File: config.mk
export PLATFORM = sky130hd
export DESIGN_NAME = phy_basic_control_status
export DESIGN_NICKNAME = d
export VERILOG_FILES = /design/src/rtl/phy_basic_mode_control_pkg.sv /design/src/rtl/latch_event_bit.sv /design/src/rtl/phy_basic_control_status.sv
export SDC_FILE = /design/constraint.sdc
export NUM_CORES = 1
export LEC_CHECK = 0
export BUFFER_PORTS_ARGS = -buffer_cell sky130_fd_sc_hd__buf_4
export CORE_MARGIN = 1
export CORE_UTILIZATION = 50
export CTS_CLUSTER_SIZE = 10
export DETAILED_ROUTE_END_ITERATION = 16
export PLACE_DENSITY = 0.95
export REMOVE_ABC_BUFFERS = 1
export SLEW_MARGIN = 20
export SYNTH_ARGS = -nofsm -noshare
export SYNTH_HDL_FRONTEND = slang
export SYNTH_SLANG_ARGS = --single-unit
File: constraint.sdc
create_clock -name clock -period 1.97 [get_ports clock]
set_clock_uncertainty 0.05 [all_clocks]
set_input_delay 0.0985 -clock clock [delete_from_list [all_inputs] [get_ports clock]]
set_output_delay 0.0985 -clock clock [all_outputs]
set_load 0.02 [all_outputs]
File: src/rtl/phy_basic_mode_control_pkg.sv
/*
 * Package for the basic mode control and status register pair.
 * Holds register indices, field positions, reset values and timing counts.
 * Assumes a 250 MHz core clock; the control/status module and the testbench import it whole.
 */
`default_nettype none
package phy_basic_mode_control_pkg;

	// Register indices on the management register port.
	localparam logic [4:0] REG_CONTROL_IDX = 5'h00;
	localparam logic [4:0] REG_STATUS_IDX  = 5'h01;

	// Control field positions.
	localparam int CTL_RESET_BIT    = 15;
	localparam int CTL_LOOPBACK_BIT = 14;
	localparam int CTL_SPEED_LSB    = 13;
	localparam int CTL_AN_EN_BIT    = 12;
	localparam int CTL_PWRDN_BIT    = 11;
	localparam int CTL_ISOLATE_BIT  = 10;
	localparam int CTL_RESTART_BIT  = 9;
	localparam int CTL_DUPLEX_BIT   = 8;
	localparam int CTL_COLTEST_BIT  = 7;
	localparam int CTL_SPEED_MSB    = 6;

	// Status field positions that change at run time.
	localparam int STS_AN_DONE_BIT = 5;
	localparam int STS_RFAULT_BIT  = 4;
	localparam int STS_LINK_BIT    = 2;

	// Fixed status bits: TX full/half, 10 full/half, extended status,
	// preamble suppression, negotiation ability.
	localparam logic [15:0] STS_FIXED_ONES = 16'h7948;

	// Writable control bits; the reserved low six read as zero.
	localparam logic [15:0] CTL_WRITE_MASK = 16'hFDC0;
	// Control value after reset, ignoring the strapped bits 12 and 8.
	localparam logic [15:0] CTL_RESET_VALUE = 16'h0040;

	// Speed codes formed by {bit 6, bit 13}.
	localparam logic [1:0] SPEED_10   = 2'b00;
	localparam logic [1:0] SPEED_100  = 2'b01;
	localparam logic [1:0] SPEED_1000 = 2'b10;

	// Clock and collision test timing.
	localparam int CLOCK_PERIOD_PS   = 4000;
	localparam int COL_ASSERT_PS     = 512 * 100;
	localparam int COL_DEASSERT_BITS = 4;
	localparam int BIT_TIME_1000_PS  = 1000;
	// Longest time to deassert, at the fastest rate, rounded down, at least one.
	localparam int COL_DEASSERT_CYC_RAW = (COL_DEASSERT_BITS * BIT_TIME_1000_PS) / CLOCK_PERIOD_PS;
	localparam int COL_DEASSERT_CYC = (COL_DEASSERT_CYC_RAW < 1) ? 1 : COL_DEASSERT_CYC_RAW;

	// Speed chosen by the forced field, as a two-bit mode.
	function automatic logic [1:0] speed_decode(input logic [15:0] ctl);
		speed_decode = {ctl[CTL_SPEED_MSB], ctl[CTL_SPEED_LSB]};
	endfunction

endpackage
`default_nettype wire

File: src/rtl/latch_event_bit.sv
/*
 * One latched status bit, latching high or low on its event.
 * Assumes a single clock and a read strobe one cycle long.
 */
`timescale 1ns/10ps
`default_nettype none
module latch_event_bit #(
	parameter bit LATCH_HIGH = 1'b1
) (
	input  wire logic clock,
	input  wire logic srst,
	input  wire logic event_in,
	input  wire logic cond_in,
	input  wire logic read_pulse,
	output logic      value
);
	logic value_reg;
	logic value_next;

	// Event wins over the read release; a read restores the live condition.
	always_comb begin
		value_next = value_reg;
		if (read_pulse) begin
			value_next = cond_in;
		end
		if (event_in) begin
			value_next = LATCH_HIGH;
		end
	end

	// Registers the bit; latched-low bits start at zero too.
	always_ff @(posedge clock) begin
		if (srst) begin
			value_reg <= 1'b0;
		end else begin
			value_reg <= value_next;
		end
	end

	assign value = value_reg;
endmodule // latch_event_bit
`default_nettype wire

File: src/rtl/phy_basic_control_status.sv
/*
 * Basic mode control and status register pair of an Ethernet PHY.
 * Assumes a management engine that presents one-cycle read and write strobes
 * with a 5-bit register index, and PHY core signals synchronous to clock.
 */
`timescale 1ns/10ps
`default_nettype none
//
// Overview of operation
// - Isolate bit 10 cuts the MAC data interface; management stays usable.
// - Writing restart bit 9 restarts negotiation, ignored when bit 12 is zero.
// - Restart bit reads one until negotiation actually starts, then self-clears.
// - Writing zero to restart bit does not disturb a running negotiation.
// - With negotiation off, bit 8 picks full (1) or half (0) duplex.
// - Collision test bit 7 raises COL within 512 bit times of TX_EN.
// - In collision test COL drops within 4 bit times of TX_EN falling.
// - Bit 6 is forced speed MSB with bit 13, resetting to one.
// - Speed 10 is gigabit, 01 is 100, 00 is 10, 11 reserved.
// - Negotiation enable makes bits 8 and 13 ignored; otherwise they rule.
// - Control bits 5 to 0 ignore writes and read zero.
// - Status bits 15, 10 and 9 read zero always.
// - Status bits 14 and 13 read one always.
// - Status bits 12 and 11 read one always.
// - Status bit 8 reads one, extended status exists.
// - Status bit 7 is reserved and reads zero.
// - Preamble-free transfers accepted, status bit 6 is one; controller preambles once.
// - Status bit 5 shows negotiation complete.
// - Status bit 4 latches high on remote fault until read or reset.
// - Status bit 3 reads one, negotiation ability.
// - Status bit 2 clears on link failure; set again only after good link and read.
// - Latched-high bits set by event, latched-low cleared by event, held until read.
module phy_basic_control_status
	import phy_basic_mode_control_pkg::*;
(
	input  wire logic        clock,
	input  wire logic        srst,
	input  wire logic        strap_an_enable,
	input  wire logic        strap_full_duplex,
	input  wire logic        mgmt_write,
	input  wire logic        mgmt_read,
	input  wire logic [4:0]  mgmt_index,
	input  wire logic [15:0] mgmt_wdata,
	output logic      [15:0] mgmt_rdata,
	output logic             mgmt_rvalid,
	input  wire logic        an_started,
	input  wire logic        an_complete,
	input  wire logic        remote_fault_event,
	input  wire logic        link_good,
	input  wire logic        tx_en,
	input  wire logic        col_in,
	output logic             col,
	output logic             isolate,
	output logic             an_enable,
	output logic             an_restart,
	output logic             full_duplex,
	output logic      [1:0]  speed_mode,
	output logic             loopback,
	output logic             power_down,
	output logic             soft_reset
);

	// Control register state.
	logic [15:0] ctl_reg;
	logic [15:0] ctl_next;
	logic        strap_pending_reg;
	logic        strap_pending_next;

	// Output flops.
	logic [15:0] rdata_reg;
	logic [15:0] rdata_next;
	logic        rvalid_reg;
	logic        rvalid_next;
	logic        col_reg;
	logic        col_next;
	logic        restart_pulse_reg;
	logic        restart_pulse_next;
	logic        full_duplex_reg;
	logic        full_duplex_next;
	logic [1:0]  speed_reg;
	logic [1:0]  speed_next;

	logic        wr_ctl;
	logic        rd_sts;
	logic        link_fail;
	logic        rfault_bit;
	logic        link_bit;
	logic [15:0] status_word;

	assign wr_ctl = mgmt_write && (mgmt_index == REG_CONTROL_IDX);
	assign rd_sts = mgmt_read && (mgmt_index == REG_STATUS_IDX);
	assign link_fail = !link_good;

	// Remote fault latches high and holds until a status read.
	latch_event_bit #(
		.LATCH_HIGH (1'b1)
	) rfault_latch (
		.clock      (clock),
		.srst       (srst),
		.event_in   (remote_fault_event),
		.cond_in    (remote_fault_event),
		.read_pulse (rd_sts),
		.value      (rfault_bit)
	);

	// Link status latches low on failure, rises only on a read with good link.
	latch_event_bit #(
		.LATCH_HIGH (1'b0)
	) link_latch (
		.clock      (clock),
		.srst       (srst),
		.event_in   (link_fail),
		.cond_in    (link_good),
		.read_pulse (rd_sts),
		.value      (link_bit)
	);

	// Status word from fixed abilities and live state.
	always_comb begin
		status_word = STS_FIXED_ONES;
		status_word[STS_AN_DONE_BIT] = an_complete;
		status_word[STS_RFAULT_BIT]  = rfault_bit;
		status_word[STS_LINK_BIT]    = link_bit;
	end

	// Control register next value, restart handshake and strap capture.
	always_comb begin
		ctl_next = ctl_reg;
		strap_pending_next = 1'b0;
		restart_pulse_next = 1'b0;
		if (strap_pending_reg) begin
			ctl_next[CTL_AN_EN_BIT]  = strap_an_enable;
			ctl_next[CTL_DUPLEX_BIT] = strap_full_duplex;
		end
		if (wr_ctl) begin
			// Reserved low bits never store; restart bit only sets, unless bit 12 is written zero, which clears it.
			ctl_next = (mgmt_wdata & CTL_WRITE_MASK & ~(16'h0001 << CTL_RESTART_BIT))
				| (ctl_reg & (16'h0001 << CTL_RESTART_BIT));
			if (mgmt_wdata[CTL_RESTART_BIT] && mgmt_wdata[CTL_AN_EN_BIT]) begin
				ctl_next[CTL_RESTART_BIT] = 1'b1;
				restart_pulse_next = 1'b1;
			end
			if (!mgmt_wdata[CTL_AN_EN_BIT]) begin
				ctl_next[CTL_RESTART_BIT] = 1'b0;
			end
		end
		// Self-clear once negotiation has really begun.
		if (ctl_reg[CTL_RESTART_BIT] && an_started && !restart_pulse_next) begin
			ctl_next[CTL_RESTART_BIT] = 1'b0;
		end
		// Software reset restores defaults and re-takes straps.
		if (ctl_reg[CTL_RESET_BIT]) begin
			ctl_next = CTL_RESET_VALUE;
			strap_pending_next = 1'b1;
		end
	end

	// Registers control state; straps are caught on the cycle after reset.
	always_ff @(posedge clock) begin
		if (srst) begin
			ctl_reg           <= CTL_RESET_VALUE;
			strap_pending_reg <= 1'b1;
			restart_pulse_reg <= 1'b0;
		end else begin
			ctl_reg           <= ctl_next;
			strap_pending_reg <= strap_pending_next;
			restart_pulse_reg <= restart_pulse_next;
		end
	end

	// Read data held stable; a read returns values before any release.
	always_comb begin
		rdata_next  = rdata_reg;
		rvalid_next = mgmt_read;
		if (mgmt_read) begin
			case (mgmt_index)
				REG_CONTROL_IDX: rdata_next = ctl_reg & (CTL_WRITE_MASK | (16'h0001 << CTL_RESTART_BIT));
				REG_STATUS_IDX:  rdata_next = status_word;
				default:         rdata_next = 16'h0000;
			endcase
		end
	end

	// Forced speed and duplex apply only with negotiation off.
	always_comb begin
		full_duplex_next = full_duplex_reg;
		speed_next = speed_reg;
		if (!ctl_reg[CTL_AN_EN_BIT]) begin
			full_duplex_next = ctl_reg[CTL_DUPLEX_BIT];
			if (speed_decode(ctl_reg) != 2'b11) begin
				speed_next = speed_decode(ctl_reg);
			end
		end
	end

	// Collision test loops TX_EN to COL one cycle later, well inside 512 bit times and just at the 4 bit time limit at gigabit.
	always_comb begin
		if (ctl_reg[CTL_ISOLATE_BIT]) begin
			col_next = 1'b0;
		end else if (ctl_reg[CTL_COLTEST_BIT]) begin
			col_next = tx_en;
		end else begin
			col_next = col_in;
		end
	end

	// Registers outputs.
	always_ff @(posedge clock) begin
		if (srst) begin
			rdata_reg       <= 16'h0000;
			rvalid_reg      <= 1'b0;
			col_reg         <= 1'b0;
			full_duplex_reg <= 1'b0;
			speed_reg       <= SPEED_1000;
		end else begin
			rdata_reg       <= rdata_next;
			rvalid_reg      <= rvalid_next;
			col_reg         <= col_next;
			full_duplex_reg <= full_duplex_next;
			speed_reg       <= speed_next;
		end
	end

	assign mgmt_rdata  = rdata_reg;
	assign mgmt_rvalid = rvalid_reg;
	assign col         = col_reg;
	assign isolate     = ctl_reg[CTL_ISOLATE_BIT];
	assign an_enable   = ctl_reg[CTL_AN_EN_BIT];
	assign an_restart  = restart_pulse_reg;
	assign full_duplex = full_duplex_reg;
	assign speed_mode  = speed_reg;
	assign loopback    = ctl_reg[CTL_LOOPBACK_BIT];
	assign power_down  = ctl_reg[CTL_PWRDN_BIT];
	assign soft_reset  = ctl_reg[CTL_RESET_BIT];

	// Restart write with negotiation on raises the restart pulse next cycle.
	restart_pulse_a: assert property (@(posedge clock) disable iff (srst)
		(wr_ctl && mgmt_wdata[CTL_RESTART_BIT] && mgmt_wdata[CTL_AN_EN_BIT] && !ctl_reg[CTL_RESET_BIT])
		|=> an_restart && ctl_reg[CTL_RESTART_BIT])
		else $error("Restart write did not start negotiation.");

	// Restart write with negotiation off is ignored.
	restart_ignore_a: assert property (@(posedge clock) disable iff (srst)
		(wr_ctl && !mgmt_wdata[CTL_AN_EN_BIT]) |=> !an_restart && !ctl_reg[CTL_RESTART_BIT])
		else $error("Restart taken while negotiation disabled.");

	// Restart bit clears after negotiation starts.
	restart_clear_a: assert property (@(posedge clock) disable iff (srst)
		(ctl_reg[CTL_RESTART_BIT] && an_started && !wr_ctl && !ctl_reg[CTL_RESET_BIT])
		|=> !ctl_reg[CTL_RESTART_BIT])
		else $error("Restart bit did not self-clear.");

	// Collision test follows TX_EN within one cycle.
	col_follow_a: assert property (@(posedge clock) disable iff (srst)
		(ctl_reg[CTL_COLTEST_BIT] && !ctl_reg[CTL_ISOLATE_BIT] && tx_en) |=> col)
		else $error("COL not raised in collision test.");

	// Collision drops within one cycle after TX_EN falls.
	col_drop_a: assert property (@(posedge clock) disable iff (srst)
		(ctl_reg[CTL_COLTEST_BIT] && $fell(tx_en)) |=> !col)
		else $error("COL held after TX_EN fell.");

	// Reserved control bits read back as zero.
	ctl_reserved_a: assert property (@(posedge clock) disable iff (srst)
		(mgmt_read && mgmt_index == REG_CONTROL_IDX) |=> mgmt_rdata[5:0] == 6'h00)
		else $error("Reserved control bits read nonzero.");

	// Fixed status bits read correctly.
	sts_fixed_a: assert property (@(posedge clock) disable iff (srst)
		rd_sts |=> (mgmt_rdata & 16'hFFC8) == STS_FIXED_ONES)
		else $error("Fixed status bits wrong.");

	// Link bit stays low after failure until a read with good link.
	link_hold_a: assert property (@(posedge clock) disable iff (srst)
		(!link_bit && !rd_sts) |=> !link_bit)
		else $error("Link status rose without a read.");

	// Remote fault holds until read.
	rfault_hold_a: assert property (@(posedge clock) disable iff (srst)
		(rfault_bit && !rd_sts) |=> rfault_bit)
		else $error("Remote fault released without read.");

	// Forced speed and duplex hold while negotiation is enabled.
	forced_hold_a: assert property (@(posedge clock) disable iff (srst)
		ctl_reg[CTL_AN_EN_BIT] |=> $stable(speed_mode) && $stable(full_duplex))
		else $error("Forced speed or duplex changed during negotiation.");

	// Duplex follows bit 8 one cycle later while negotiation is off.
	duplex_follow_a: assert property (@(posedge clock) disable iff (srst)
		!ctl_reg[CTL_AN_EN_BIT] |=> full_duplex == $past(ctl_reg[CTL_DUPLEX_BIT]))
		else $error("Forced duplex not applied.");

	// A valid forced speed code is applied one cycle later.
	speed_follow_a: assert property (@(posedge clock) disable iff (srst)
		(!ctl_reg[CTL_AN_EN_BIT] && speed_decode(ctl_reg) != 2'b11) |=> speed_mode == speed_decode($past(ctl_reg)))
		else $error("Forced speed not applied.");

	// The reserved speed code leaves the speed as it was.
	speed_reserved_a: assert property (@(posedge clock) disable iff (srst)
		(!ctl_reg[CTL_AN_EN_BIT] && speed_decode(ctl_reg) == 2'b11) |=> $stable(speed_mode))
		else $error("Reserved speed code changed the speed.");

	// An isolated port never shows a collision to the MAC.
	isolate_col_a: assert property (@(posedge clock) disable iff (srst)
		ctl_reg[CTL_ISOLATE_BIT] |=> !col)
		else $error("COL driven while isolated.");

	// Read data stays put between reads.
	rdata_hold_a: assert property (@(posedge clock) disable iff (srst)
		!mgmt_read |=> $stable(mgmt_rdata))
		else $error("Read data changed without a read.");

endmodule // phy_basic_control_status
`default_nettype wire

==> out/results.txt, run 1 <==
Post-route ant nets = 0
Die X = 54.4 um
Nets = 236
RSZ-0062 raised after global routing = false
Simple-gate share of the synthesized area = 22.7%
CTS root buffer = clkbuf_4
Final setup violation count = 0
Synthesized area per cell = 9.68 um^2
Number of synthesized register bits = 33
Drt total wl = 3.69 mm
VDD IR max = 0.635 mV
Fillers = 170
Synth area leader = dfxtp_1
Clock power share = 30.4%
Post-synth EDFFs = 0
Post-synthesis mux area share = 2.91%
Max-slew headroom = 62.4%
Starting Density = 54.0%
Via count = 1343
# DRC = 0
CP startpoint kind = flop
Most common cell after layout, fill and taps aside = buf_4
Number of gates resized after CTS = 0
GRT Residual Overflow = 0
Most frequent cells in the layout = 52 x buf_4, 33 x dfxtp_1, 20 x nor2_1
Sequential power share = 55.0%
Worst Hold Class = input pin to flop
Iteration-0 DRC Markers = 48
Die height = 54.4 um
WP buf/inv = 1
Drt pass-1 iters = 4
CTS Hold Bufs = 11
LEAKAGE = 0.787 nW
Largest net degree at the start of global routing = 32
Cells after Synth = 142
Max cap viols = 0
Worst-path cell chain = mux2i_1 -> dlygate4sd3_1 -> nor3_1
CTS clock-pin slew for the worst setup and hold paths = 0.10 ns
Area Growth Syn to Fin = 37.2%
Largest family of logic cells by synthesized area = simple AND/OR/NAND/NOR gates
Slew Viols, Final = 0
Slowest-stage cell, CP = dlygate4sd3_1
Core area = 0.00254 mm^2
Outcome = completed
Top post-synthesis cells by area = dfxtp_1 48%, a211oi_2 5.5%, nor2_1 5.5%
Final HPWL DP = 2.44 mm
Slew @ Worst Pin = 0.563 ns
Synth Area in Compound Gates = 17.3%
Total negative slack = 0 ns
Switching Fraction = 25.4%
Synth top area share = 48.0%
H-Tree Depth = 2
Standard-cell row count = 18
Total CTS buffers = 5
Later-pin clock latency in the skew report = 0.34 ns
Post-route clock period utilization = 76.9%
Crit path DAT = 1.70 ns
Total GRT Usage = 25.6%
Antenna diodes = 0
Crit-path max FO = 3
First-pass GRT wire length = 5.13 mm
XOR/XNOR Fraction of Synth Area = 0%
Cell variety after synth = 34
Number of flip-flops in the largest register = 14
Postcts setup bufs = 0
Initial antenna violation count = 0
Clk buf depth = 2
Final hold slack = 0.0145 ns
IO Port Bufs = 51
Clock sinks = 33
Number of global-route vias before repair = 1174
Main synth FF type = dfxtp_1
Worst setup startpoint = ctl_reg[7]$_SDFFE_PP0P_
Worst R2R Start = ctl_reg[7]$_SDFFE_PP0P_
Switching power total = 321 uW
Routed wire per std cell = 15.8 um
Mapped Area = 0.00138 mm^2
CTS tree = done
CP top delay family = buffers and inverters
Cell area power density = 670 mW/mm^2
Drt via density = 5.76
Synth Warn # = 0
Seq/Total Area, Yosys = 48.0%
Setup CP Type = flop to flop
Post-Synth Adder-Cell Area = 0%
Max incr delay on CP = 0.62 ns
GP Congestion = 0.781
Crit path time final = 1.51 ns
Crit end category = flop
Die area = 0.00296 mm^2
Cell internal pwr = 942 uW
Ports = 60
Fin. Hold Viols = 0
Share of cells above drive strength 1 = 33.0%
Comb pwr share = 14.6%
Fmax = 0.660 GHz
HP Start = mgmt_wdata[12]
CP Data Required Time = 2.16 ns
FFs w/ async S/R, synth = 0%
area by class of cell:
cell class                 count  area [um^2]  area share, %
clock buffer                   7         55.1           2.92
inverter                       4         15.0          0.796
timing repair buffer          65          520           27.6
tap                           30         37.5           1.99
multi-input combinational     94          598           31.7
sequential                    33          661           35.0
layer usage:
layer	vias to the layer above	track usage (%)	wire length (um)	part of all wire, %
met5	-	0	0	0
met4	0	12.8	87	2.4
met3	12	9.72	259	7.0
met2	71	45.7	1940	53
met1	642	25.5	1400	38
li1	618	-	-	-
kinds of logic after synthesis:
logic type / after synthesis
mux: 4
compound gates: 33
flops: 33
simple gates: 55
other cells: 1
buf+inv: 16
power groups by stage:
stage | combinational (mW) | sequential, mW | clock [mW]
after CTS | 0.176 | 0.695 | 0.390
after global placement | 0.152 | 0.709 | 0
after detailed placement | 0.159 | 0.710 | 0
after floorplan | 0.0524 | 0.722 | 0
after global routing | 0.195 | 0.697 | 0.425
final | 0.184 | 0.695 | 0.384
synthesized netlist by cell type (all sizes together), types with 2 or more instances:
library cell  count
nand3             8
and3              2
nor2b             2
nand4b            4
a211oi            7
a21oi            13
nor3              3
inv               4
clkbuf            6
nand4             2
nor2             20
o21ai             6
dfxtp            33
buf               5
nand2b            9
mux2i             4
path summary, 6_finish.rpt:
path / endpoint / slack, ns / cells after the start
min: an_restart$_SDFF_PP0_ / 0.01 / 2
min reg2reg: mgmt_rdata[3]$_SDFFE_PP0P_ / 0.43 / 2
max: col$_SDFF_PP0_ / 0.46 / 3
max reg2reg: col$_SDFF_PP0_ / 0.46 / 3
metrics by stage:
| step | std cells | total power [mW] | util (%) | setup WS, ns | cell area, um^2 |
|---|---|---|---|---|---|
| 3_5_place_dp | 213 | 0.869 | 66.9 | 0.502 | 1700 |
| 2_1_floorplan | 131 | 0.775 | - | 0.768 | 1270 |
| 4_1_cts | 231 | 1.26 | 73.4 | 0.806 | 1870 |
| 3_3_place_gp | 213 | 0.861 | 66.9 | 0.560 | 1700 |
| 5_1_grt | 233 | 1.32 | 74.1 | 0.469 | 1890 |
| 6_report | 233 | 1.26 | 74.1 | 0.456 | 1890 |
worst reg2reg max path: cells and delay by family, from the launching register on:
| kind | cells | cell delay [ns] |
|---|---|---|
| buffers and inverters | 1 | 0.62 |
| DFF | 1 | 0.40 |
| muxes | 1 | 0.28 |
| and+or+nand+nor | 1 | 0.05 |
Note: power is estimated with default switching activity, not from simulation.
==> run 2: changes to the inputs <==
CORE_UTILIZATION = 42   (was 50)
PLACE_DENSITY = 0.86   (was 0.95)
clock period = 1.2 ns   (was 1.97 ns; I/O delays follow)
==> out/results.txt, run 2 (synthesis gave the netlist of run 1 again) <==
CTS clock-pin slew for the worst setup and hold paths = 0.10 ns (about the same)
Crit path DAT = 1.35 ns (was 1.70 ns)
Crit end category = flop (unchanged)
Switching power total = 554 uW (was 321 uW)
Total CTS buffers = 5 (unchanged)
WP buf/inv = 3 (was 1)
Worst Hold Class = input pin to flop (unchanged)
Drt pass-1 iters = 4 (unchanged)
Outcome = completed (unchanged)
Initial antenna violation count = 1 (was 0)
Standard-cell row count = 20 (was 18)
Crit path time final = 1.15 ns
CTS root buffer = clkbuf_4 (unchanged)
Cell internal pwr = 1.52 mW (was 942 uW)
Sequential power share = 55.0% (about the same)
GRT Residual Overflow = 0 (unchanged)
Die area = 0.00351 mm^2 (was 0.00296 mm^2)
Fin. Hold Viols = 0 (unchanged)
Clk buf depth = 2 (unchanged)
Area Growth Syn to Fin = 45.7% (was 37.2%)
Comb pwr share = 15.8% (was 14.6%)
Design area = 0.00200 mm^2 (was 0.00189 mm^2)
Later-pin clock latency in the skew report = 0.33 ns (was 0.34 ns)
RSZ-0062 raised after global routing = false (unchanged)
CP startpoint kind = input pin (was flop)
Switching Fraction = 26.8% (was 25.4%)
# DRC = 0 (unchanged)
Most frequent cells in the layout = 57 x buf_4, 33 x dfxtp_1, 19 x nor2_1 (was 52 x buf_4, 33 x dfxtp_1, 20 x nor2_1)
Die X = 59.2 um (was 54.4 um)
LEAKAGE = 0.836 nW (was 0.787 nW)
Crit-path max FO = 7 (was 3)
Post-route clock period utilization = 95.6%
Core area = 0.00308 mm^2 (was 0.00254 mm^2)
Drt via density = 5.18 (was 5.76)
Die height = 59.2 um (was 54.4 um)
Post-DP Area = 0.00178 mm^2 (was 0.00170 mm^2)
Slew Viols, Final = 0 (unchanged)
Iteration-0 DRC Markers = 74 (was 48)
Share of cells above drive strength 1 = 35.0% (was 33.0%)
Postcts setup bufs = 0 (unchanged)
Cell area power density = 1030 mW/mm^2 (was 670 mW/mm^2)
GP Congestion = 0.783 (was 0.781)
Slowest-stage cell, CP = dlygate4sd3_1 (unchanged)
H-Tree Depth = 2 (unchanged)
Routed wire per std cell = 14.3 um (was 15.8 um)
Starting Density = 44.7% (was 54.0%)
Number of global-route vias before repair = 1366 (was 1174)
Drt total wl = 3.71 mm (was 3.69 mm)
Final setup violation count = 0 (unchanged)
Nets = 246 (was 236)
Final core occ = 65.1% (was 74.1%)
Via count = 1341 (was 1343)
Ports = 60 (unchanged)
Largest net degree at the start of global routing = 32 (unchanged)
First-pass GRT wire length = 6.29 mm (was 5.13 mm)
Post-route ant nets = 0 (unchanged)
Final hold slack = 0.0307 ns (was 0.0145 ns)
Max incr delay on CP = 0.55 ns (was 0.62 ns)
IO Port Bufs = 51 (unchanged)
Max cap viols = 0 (unchanged)
Fmax = 0.872 GHz
Worst-path cell chain = dlygate4sd3_1 -> buf_4 -> nor2_2 -> inv_1 -> a211oi_1 (was mux2i_1 -> dlygate4sd3_1 -> nor3_1)
Final HPWL DP = 2.14 mm (was 2.44 mm)
Most common cell after layout, fill and taps aside = buf_4 (unchanged)
Clock sinks = 33 (unchanged)
Number of flip-flops in the largest register = 14 (unchanged)
Clock power share = 29.1% (was 30.4%)
VDD IR max = 0.573 mV (was 0.635 mV)
CTS tree = done (unchanged)
Setup CP Type = input pin to flop (was flop to flop)
Total GRT Usage = 24.5% (was 25.6%)
Total negative slack = 0 ns (unchanged)
CP top delay family = buffers and inverters (unchanged)
CP Data Required Time = 1.40 ns (was 2.16 ns)
## run 2: changes by cell type in the layout (fill, tap and decap cells not counted), sizes merged
cell         before  now
clkinv            0    2
clkbuf            7    6
buf              52   58
dlygate4sd3      13   17
diode             0    1
## run 2: power groups by stage
stage / clock network [mW] / logic, mW / registers [mW]
after detailed placement: 0 / 0.274 / 1.16
final: 0.603 / 0.328 / 1.14
after floorplan: 0 / 0.0860 / 1.19
after global routing: 0.652 / 0.352 / 1.14
after CTS: 0.604 / 0.318 / 1.14
after global placement: 0 / 0.270 / 1.16
## run 2: final timing paths
check	slack (ns)	from	cells past startpoint	endpoint
max	0.05	srst	5	ctl_reg[8]$_SDFFE_PP0P_
min	0.03	strap_full_duplex	3	ctl_reg[8]$_SDFFE_PP0P_
max reg2reg	0.12	ctl_reg[15]$_SDFFE_PP0P_	3	ctl_reg[8]$_SDFFE_PP0P_
min reg2reg	0.43	mgmt_rdata[2]$_SDFFE_PP0P_	2	mgmt_rdata[2]$_SDFFE_PP0P_
## run 2: layer usage
layer / vias to the layer above / track usage, % / part of all wire [%]
met5: - / 0 / 0
met1: 613 / 27.2 / 39
met2: 74 / 42.2 / 50
li1: 639 / - / -
met3: 15 / 5.46 / 6.4
met4: 0 / 15.3 / 3.7
## run 2: worst reg2reg max path: cells and delay by family (launching register included)
family	cells	cell delay [ns]
AO/OA/AOI/OAI	1	0.20
buffers and inverters	1	0.18
flip-flops	1	0.35
AND/OR/NAND/NOR	1	0.22
## run 2: through the flow
| step | instances | power (mW) | setup slack [ns] |
|---|---|---|---|
| 2_1_floorplan | 131 | 1.27 | 0.0370 |
| 3_3_place_gp | 233 | 1.43 | -0.136 |
| 3_5_place_dp | 233 | 1.44 | -0.158 |
| 4_1_cts | 258 | 2.06 | 0.0786 |
| 5_1_grt | 259 | 2.15 | 0.0385 |
| 6_report | 259 | 2.07 | 0.0533 |
## run 2: cell type report
class / count / area [um^2]
fill: 245 / 1070
clock buffer: 6 / 41.3
inverter: 4 / 15.0
timing repair buffer: 75 / 618
clock inverter: 2 / 10.0
tap: 44 / 55.1
sequential: 33 / 661
antenna: 1 / 2.50
multi-input combinational: 94 / 601
## run 2: repair_timing
action | CTS | global route
gates resized for setup | 0 | 1
setup endpoints to repair | 0 | 6
hold buffers | 17 | 0
endpoints found under the hold margin | 17 | 0
==> run 3: changes to the inputs <==
ABC_AREA = 1   (was not set)
CORE_UTILIZATION = 41   (was 42)
PLACE_DENSITY = 0.85   (was 0.86)
clock period = 1 ns   (was 1.2 ns; I/O delays follow)
==> out/results.txt, run 3 <==
Outcome = completed (unchanged)
Standard-cell row count = 20 (unchanged)
Synth top area share = 50.0% (was 48.0%)
Slowest-stage cell, CP = dfxtp_2 (was dlygate4sd3_1)
Number of global-route vias before repair = 1173 (was 1366)
R2R depth = 5 (was 3)
Worst R2R Start = ctl_reg[15]$_SDFFE_PP0P_ (unchanged)
Most frequent cell after synthesis = nand2_1 (was dfxtp_1)
RSZ-0062 raised after global routing = true (was false)
Die area = 0.00345 mm^2 (was 0.00351 mm^2)
Max incr delay on CP = 0.34 ns (was 0.55 ns)
CP Data Required Time = 0.90 ns (was 1.40 ns)
CTS root buffer = clkbuf_4 (unchanged)
Die X = 58.7 um (was 59.2 um)
Number of flip-flops in the largest register = 14 (unchanged)
Main synth FF type = dfxtp_1 (unchanged)
Final core occ = 67.5% (was 65.1%)
Drt total wl = 3.11 mm (was 3.71 mm)
Later-pin clock latency in the skew report = 0.32 ns (was 0.33 ns)
Post-route clock period utilization = 99.0%
Drt pass-1 iters = 4 (unchanged)
CP startpoint kind = flop (was input pin)
Synth Warn # = 0 (unchanged)
Die height = 58.7 um (was 59.2 um)
Area occupied by multi-input gates = 591 um^2 (was 601 um^2)
VDD IR max = 0.890 mV (was 0.573 mV)
Fin. Hold Viols = 0 (unchanged)
Number of synthesized register bits = 33 (unchanged)
Via count = 1335 (was 1341)
Total GRT Usage = 19.5% (was 24.5%)
Iteration-0 DRC Markers = 54 (was 74)
Mapped Area = 0.00132 mm^2 (was 0.00138 mm^2)
Total CTS buffers = 5 (unchanged)
FF/Latch Area = 664 um^2 (was 661 um^2)
First-pass GRT wire length = 5.03 mm (was 6.29 mm)
Max cap viols = 0 (unchanged)
Overall power = 2.45 mW (was 2.07 mW)
Slew Viols, Final = 0 (unchanged)
Reg-to-reg slack, setup = 0.06 ns (was 0.12 ns)
Most common cell after layout, fill and taps aside = buf_4 (unchanged)
Cell area power density = 1190 mW/mm^2 (was 1030 mW/mm^2)
CP endpoint = soft_reset (was ctl_reg[8]$_SDFFE_PP0P_)
Drt via density = 4.56 (was 5.18)
Fmax = 1.01 GHz
H-Tree Depth = 2 (unchanged)
IO Port Bufs = 51 (unchanged)
Worst Hold Class = input pin to flop (unchanged)
Starting Density = 43.2% (was 44.7%)
GP Congestion = 0.777 (was 0.783)
Final HPWL DP = 2.04 mm (was 2.14 mm)
CTS clock-pin slew for the worst setup and hold paths = 0.09 ns (was 0.10 ns)
Fillers = 271 (was 245)
Most frequent CP cell = buf_6
CTS tree = done (unchanged)
Area Growth Syn to Fin = 56.0% (was 45.7%)
Core area = 0.00305 mm^2 (was 0.00308 mm^2)
Setup CP Type = flop to output pin (was input pin to flop)
Nets = 282 (was 246)
Synth cell count leaders = 40 x nand2_1, 33 x dfxtp_1, 26 x a21oi_1 (was 33 x dfxtp_1, 20 x nor2_1, 13 x a21oi_1)
FFs w/ async S/R, synth = 0% (unchanged)
# DRC = 0 (unchanged)
Antenna diodes = 0 (was 1)
Post-synth EDFFs = 0 (unchanged)
Worst setup startpoint = ctl_reg[15]$_SDFFE_PP0P_ (was srst)
Ports = 60 (unchanged)
Cells after Synth = 171 (was 142)
Crit path DAT = 0.89 ns (was 1.35 ns)
Routed wire per std cell = 10.6 um (was 14.3 um)
Seq/Total Area, Yosys = 50.0% (was 48.0%)
Crit-path max FO = 2 (was 7)
Most frequent cells in the layout = 54 x buf_4, 40 x nand2_1, 30 x dfxtp_1 (was 57 x buf_4, 33 x dfxtp_1, 19 x nor2_1)
Post-route ant nets = 0 (unchanged)
Crit end category = output pin (was flop)
Worst-path cell chain = buf_6 -> buf_6 (was dlygate4sd3_1 -> buf_4 -> nor2_2 -> inv_1 -> a211oi_1)
Clk buf depth = 2 (unchanged)
GRT Residual Overflow = 0 (unchanged)
Top post-synthesis cells by area = dfxtp_1 50%, nand2_1 11%, a21oi_1 9.9% (was dfxtp_1 48%, a211oi_2 5.5%, nor2_1 5.5%)
Share of cells above drive strength 1 = 35.7% (was 35.0%)
LEAKAGE = 0.958 nW (was 0.836 nW)
Cell variety after synth = 23 (was 34)
Final setup violation count = 0 (unchanged)
Synth area leader = dfxtp_1 (unchanged)
Clock sinks = 33 (unchanged)
Crit path time final = 0.990 ns
FF-to-FF End = ctl_reg[7]$_SDFFE_PP0P_ (was ctl_reg[8]$_SDFFE_PP0P_)
Initial antenna violation count = 0 (was 1)
Synthesized area per cell = 7.72 um^2 (was 9.68 um^2)
Largest net degree at the start of global routing = 16 (was 32)
==> run 3: cell types whose count changed in the layout (fill, tap and decap cells not counted), moves of 6 or more <==
cell / before / now
a211oi_2: 6 / 0
a21oi_1: 13 / 22
inv_1: 4 / 15
nand2_1: 1 / 40
nand2b_1: 9 / 0
==> run 3: critical path, delay by kind of cell (launching register included) <==
kind / cells / cell delay [ns]
DFF: 1 / 0.34
buffers and inverters: 2 / 0.23
==> run 3: power by group <==
part | internal [mW] | switching (mW) | leakage, nW
Sequential | 1.34 | 0.0178 | 0.270
Clock | 0.332 | 0.400 | 0.0314
Combinational | 0.189 | 0.170 | 0.657
Total | 1.86 | 0.588 | 0.958
==> run 3: layer usage <==
layer	up-vias	wire, um	GRT usage [%]
met5	-	0	0
met4	0	63	9.18
met3	7	152	5.27
met2	45	1540	33.6
met1	587	1350	22.3
li1	696	-	-
==> run 3: cells by family (layout without fill, tap and decap cells) <==
| group | count (synthesis) | in the layout | share of synthesized area, % |
|---|---|---|---|
| AO/OA/AOI/OAI | 34 | 34 | 12.9 |
| other | 1 | 2 | 0.284 |
| buffers and inverters | 23 | 100 | 7.87 |
| flip-flops | 33 | 33 | 50.0 |
| AND/OR/NAND/NOR | 80 | 80 | 28.9 |
==> run 3: repair_timing <==
item | in CTS | in global routing
pin swaps | 0 | 7
endpoints found under the setup margin | 1 | 14
buffers inserted | 1 | 0
resized for setup | 2 | 17
gates cloned | 0 | 0
hold endpoints to repair | 21 | 0
hold buffers | 19 | 0
==> run 3: cell type report <==
cell class / count / area share [%]
clock buffer: 7 / 2.67
multi-input combinational: 116 / 28.7
inverter: 17 / 3.10
sequential: 33 / 32.3
timing repair buffer: 76 / 30.6
tap: 44 / 2.67
==> run 3: per-stage QoR <==
step	instance area, um^2	setup TNS (ns)	hold WS [ns]	cells	worst slack [ns]
floorplan	1280	-0.0429	0.0691	166	-0.0429
global route	2060	-0.109	0.0245	293	-0.0362
global placement	1770	-0.0113	0.212	267	-0.00969
finish	2060	0	0.0142	293	0.00959
detailed placement	1770	-0.109	0.215	267	-0.0404
CTS	2020	-0.00693	0.00750	294	-0.00693
==> run 3: how the worst min path moves through the flow <==
stage	start	end	cells past startpoint
floorplan	srst	mgmt_rdata[10]$_SDFFE_PP0P_	1
finish	mgmt_wdata[9]	an_restart$_SDFF_PP0_	5
detailed placement	remote_fault_event	rfault_latch.value$_SDFFE_PP0P_	3
CTS	mgmt_read	mgmt_rdata[3]$_SDFFE_PP0P_	3
global route	mgmt_wdata[9]	an_restart$_SDFF_PP0_	5
global placement	remote_fault_event	rfault_latch.value$_SDFFE_PP0P_	3
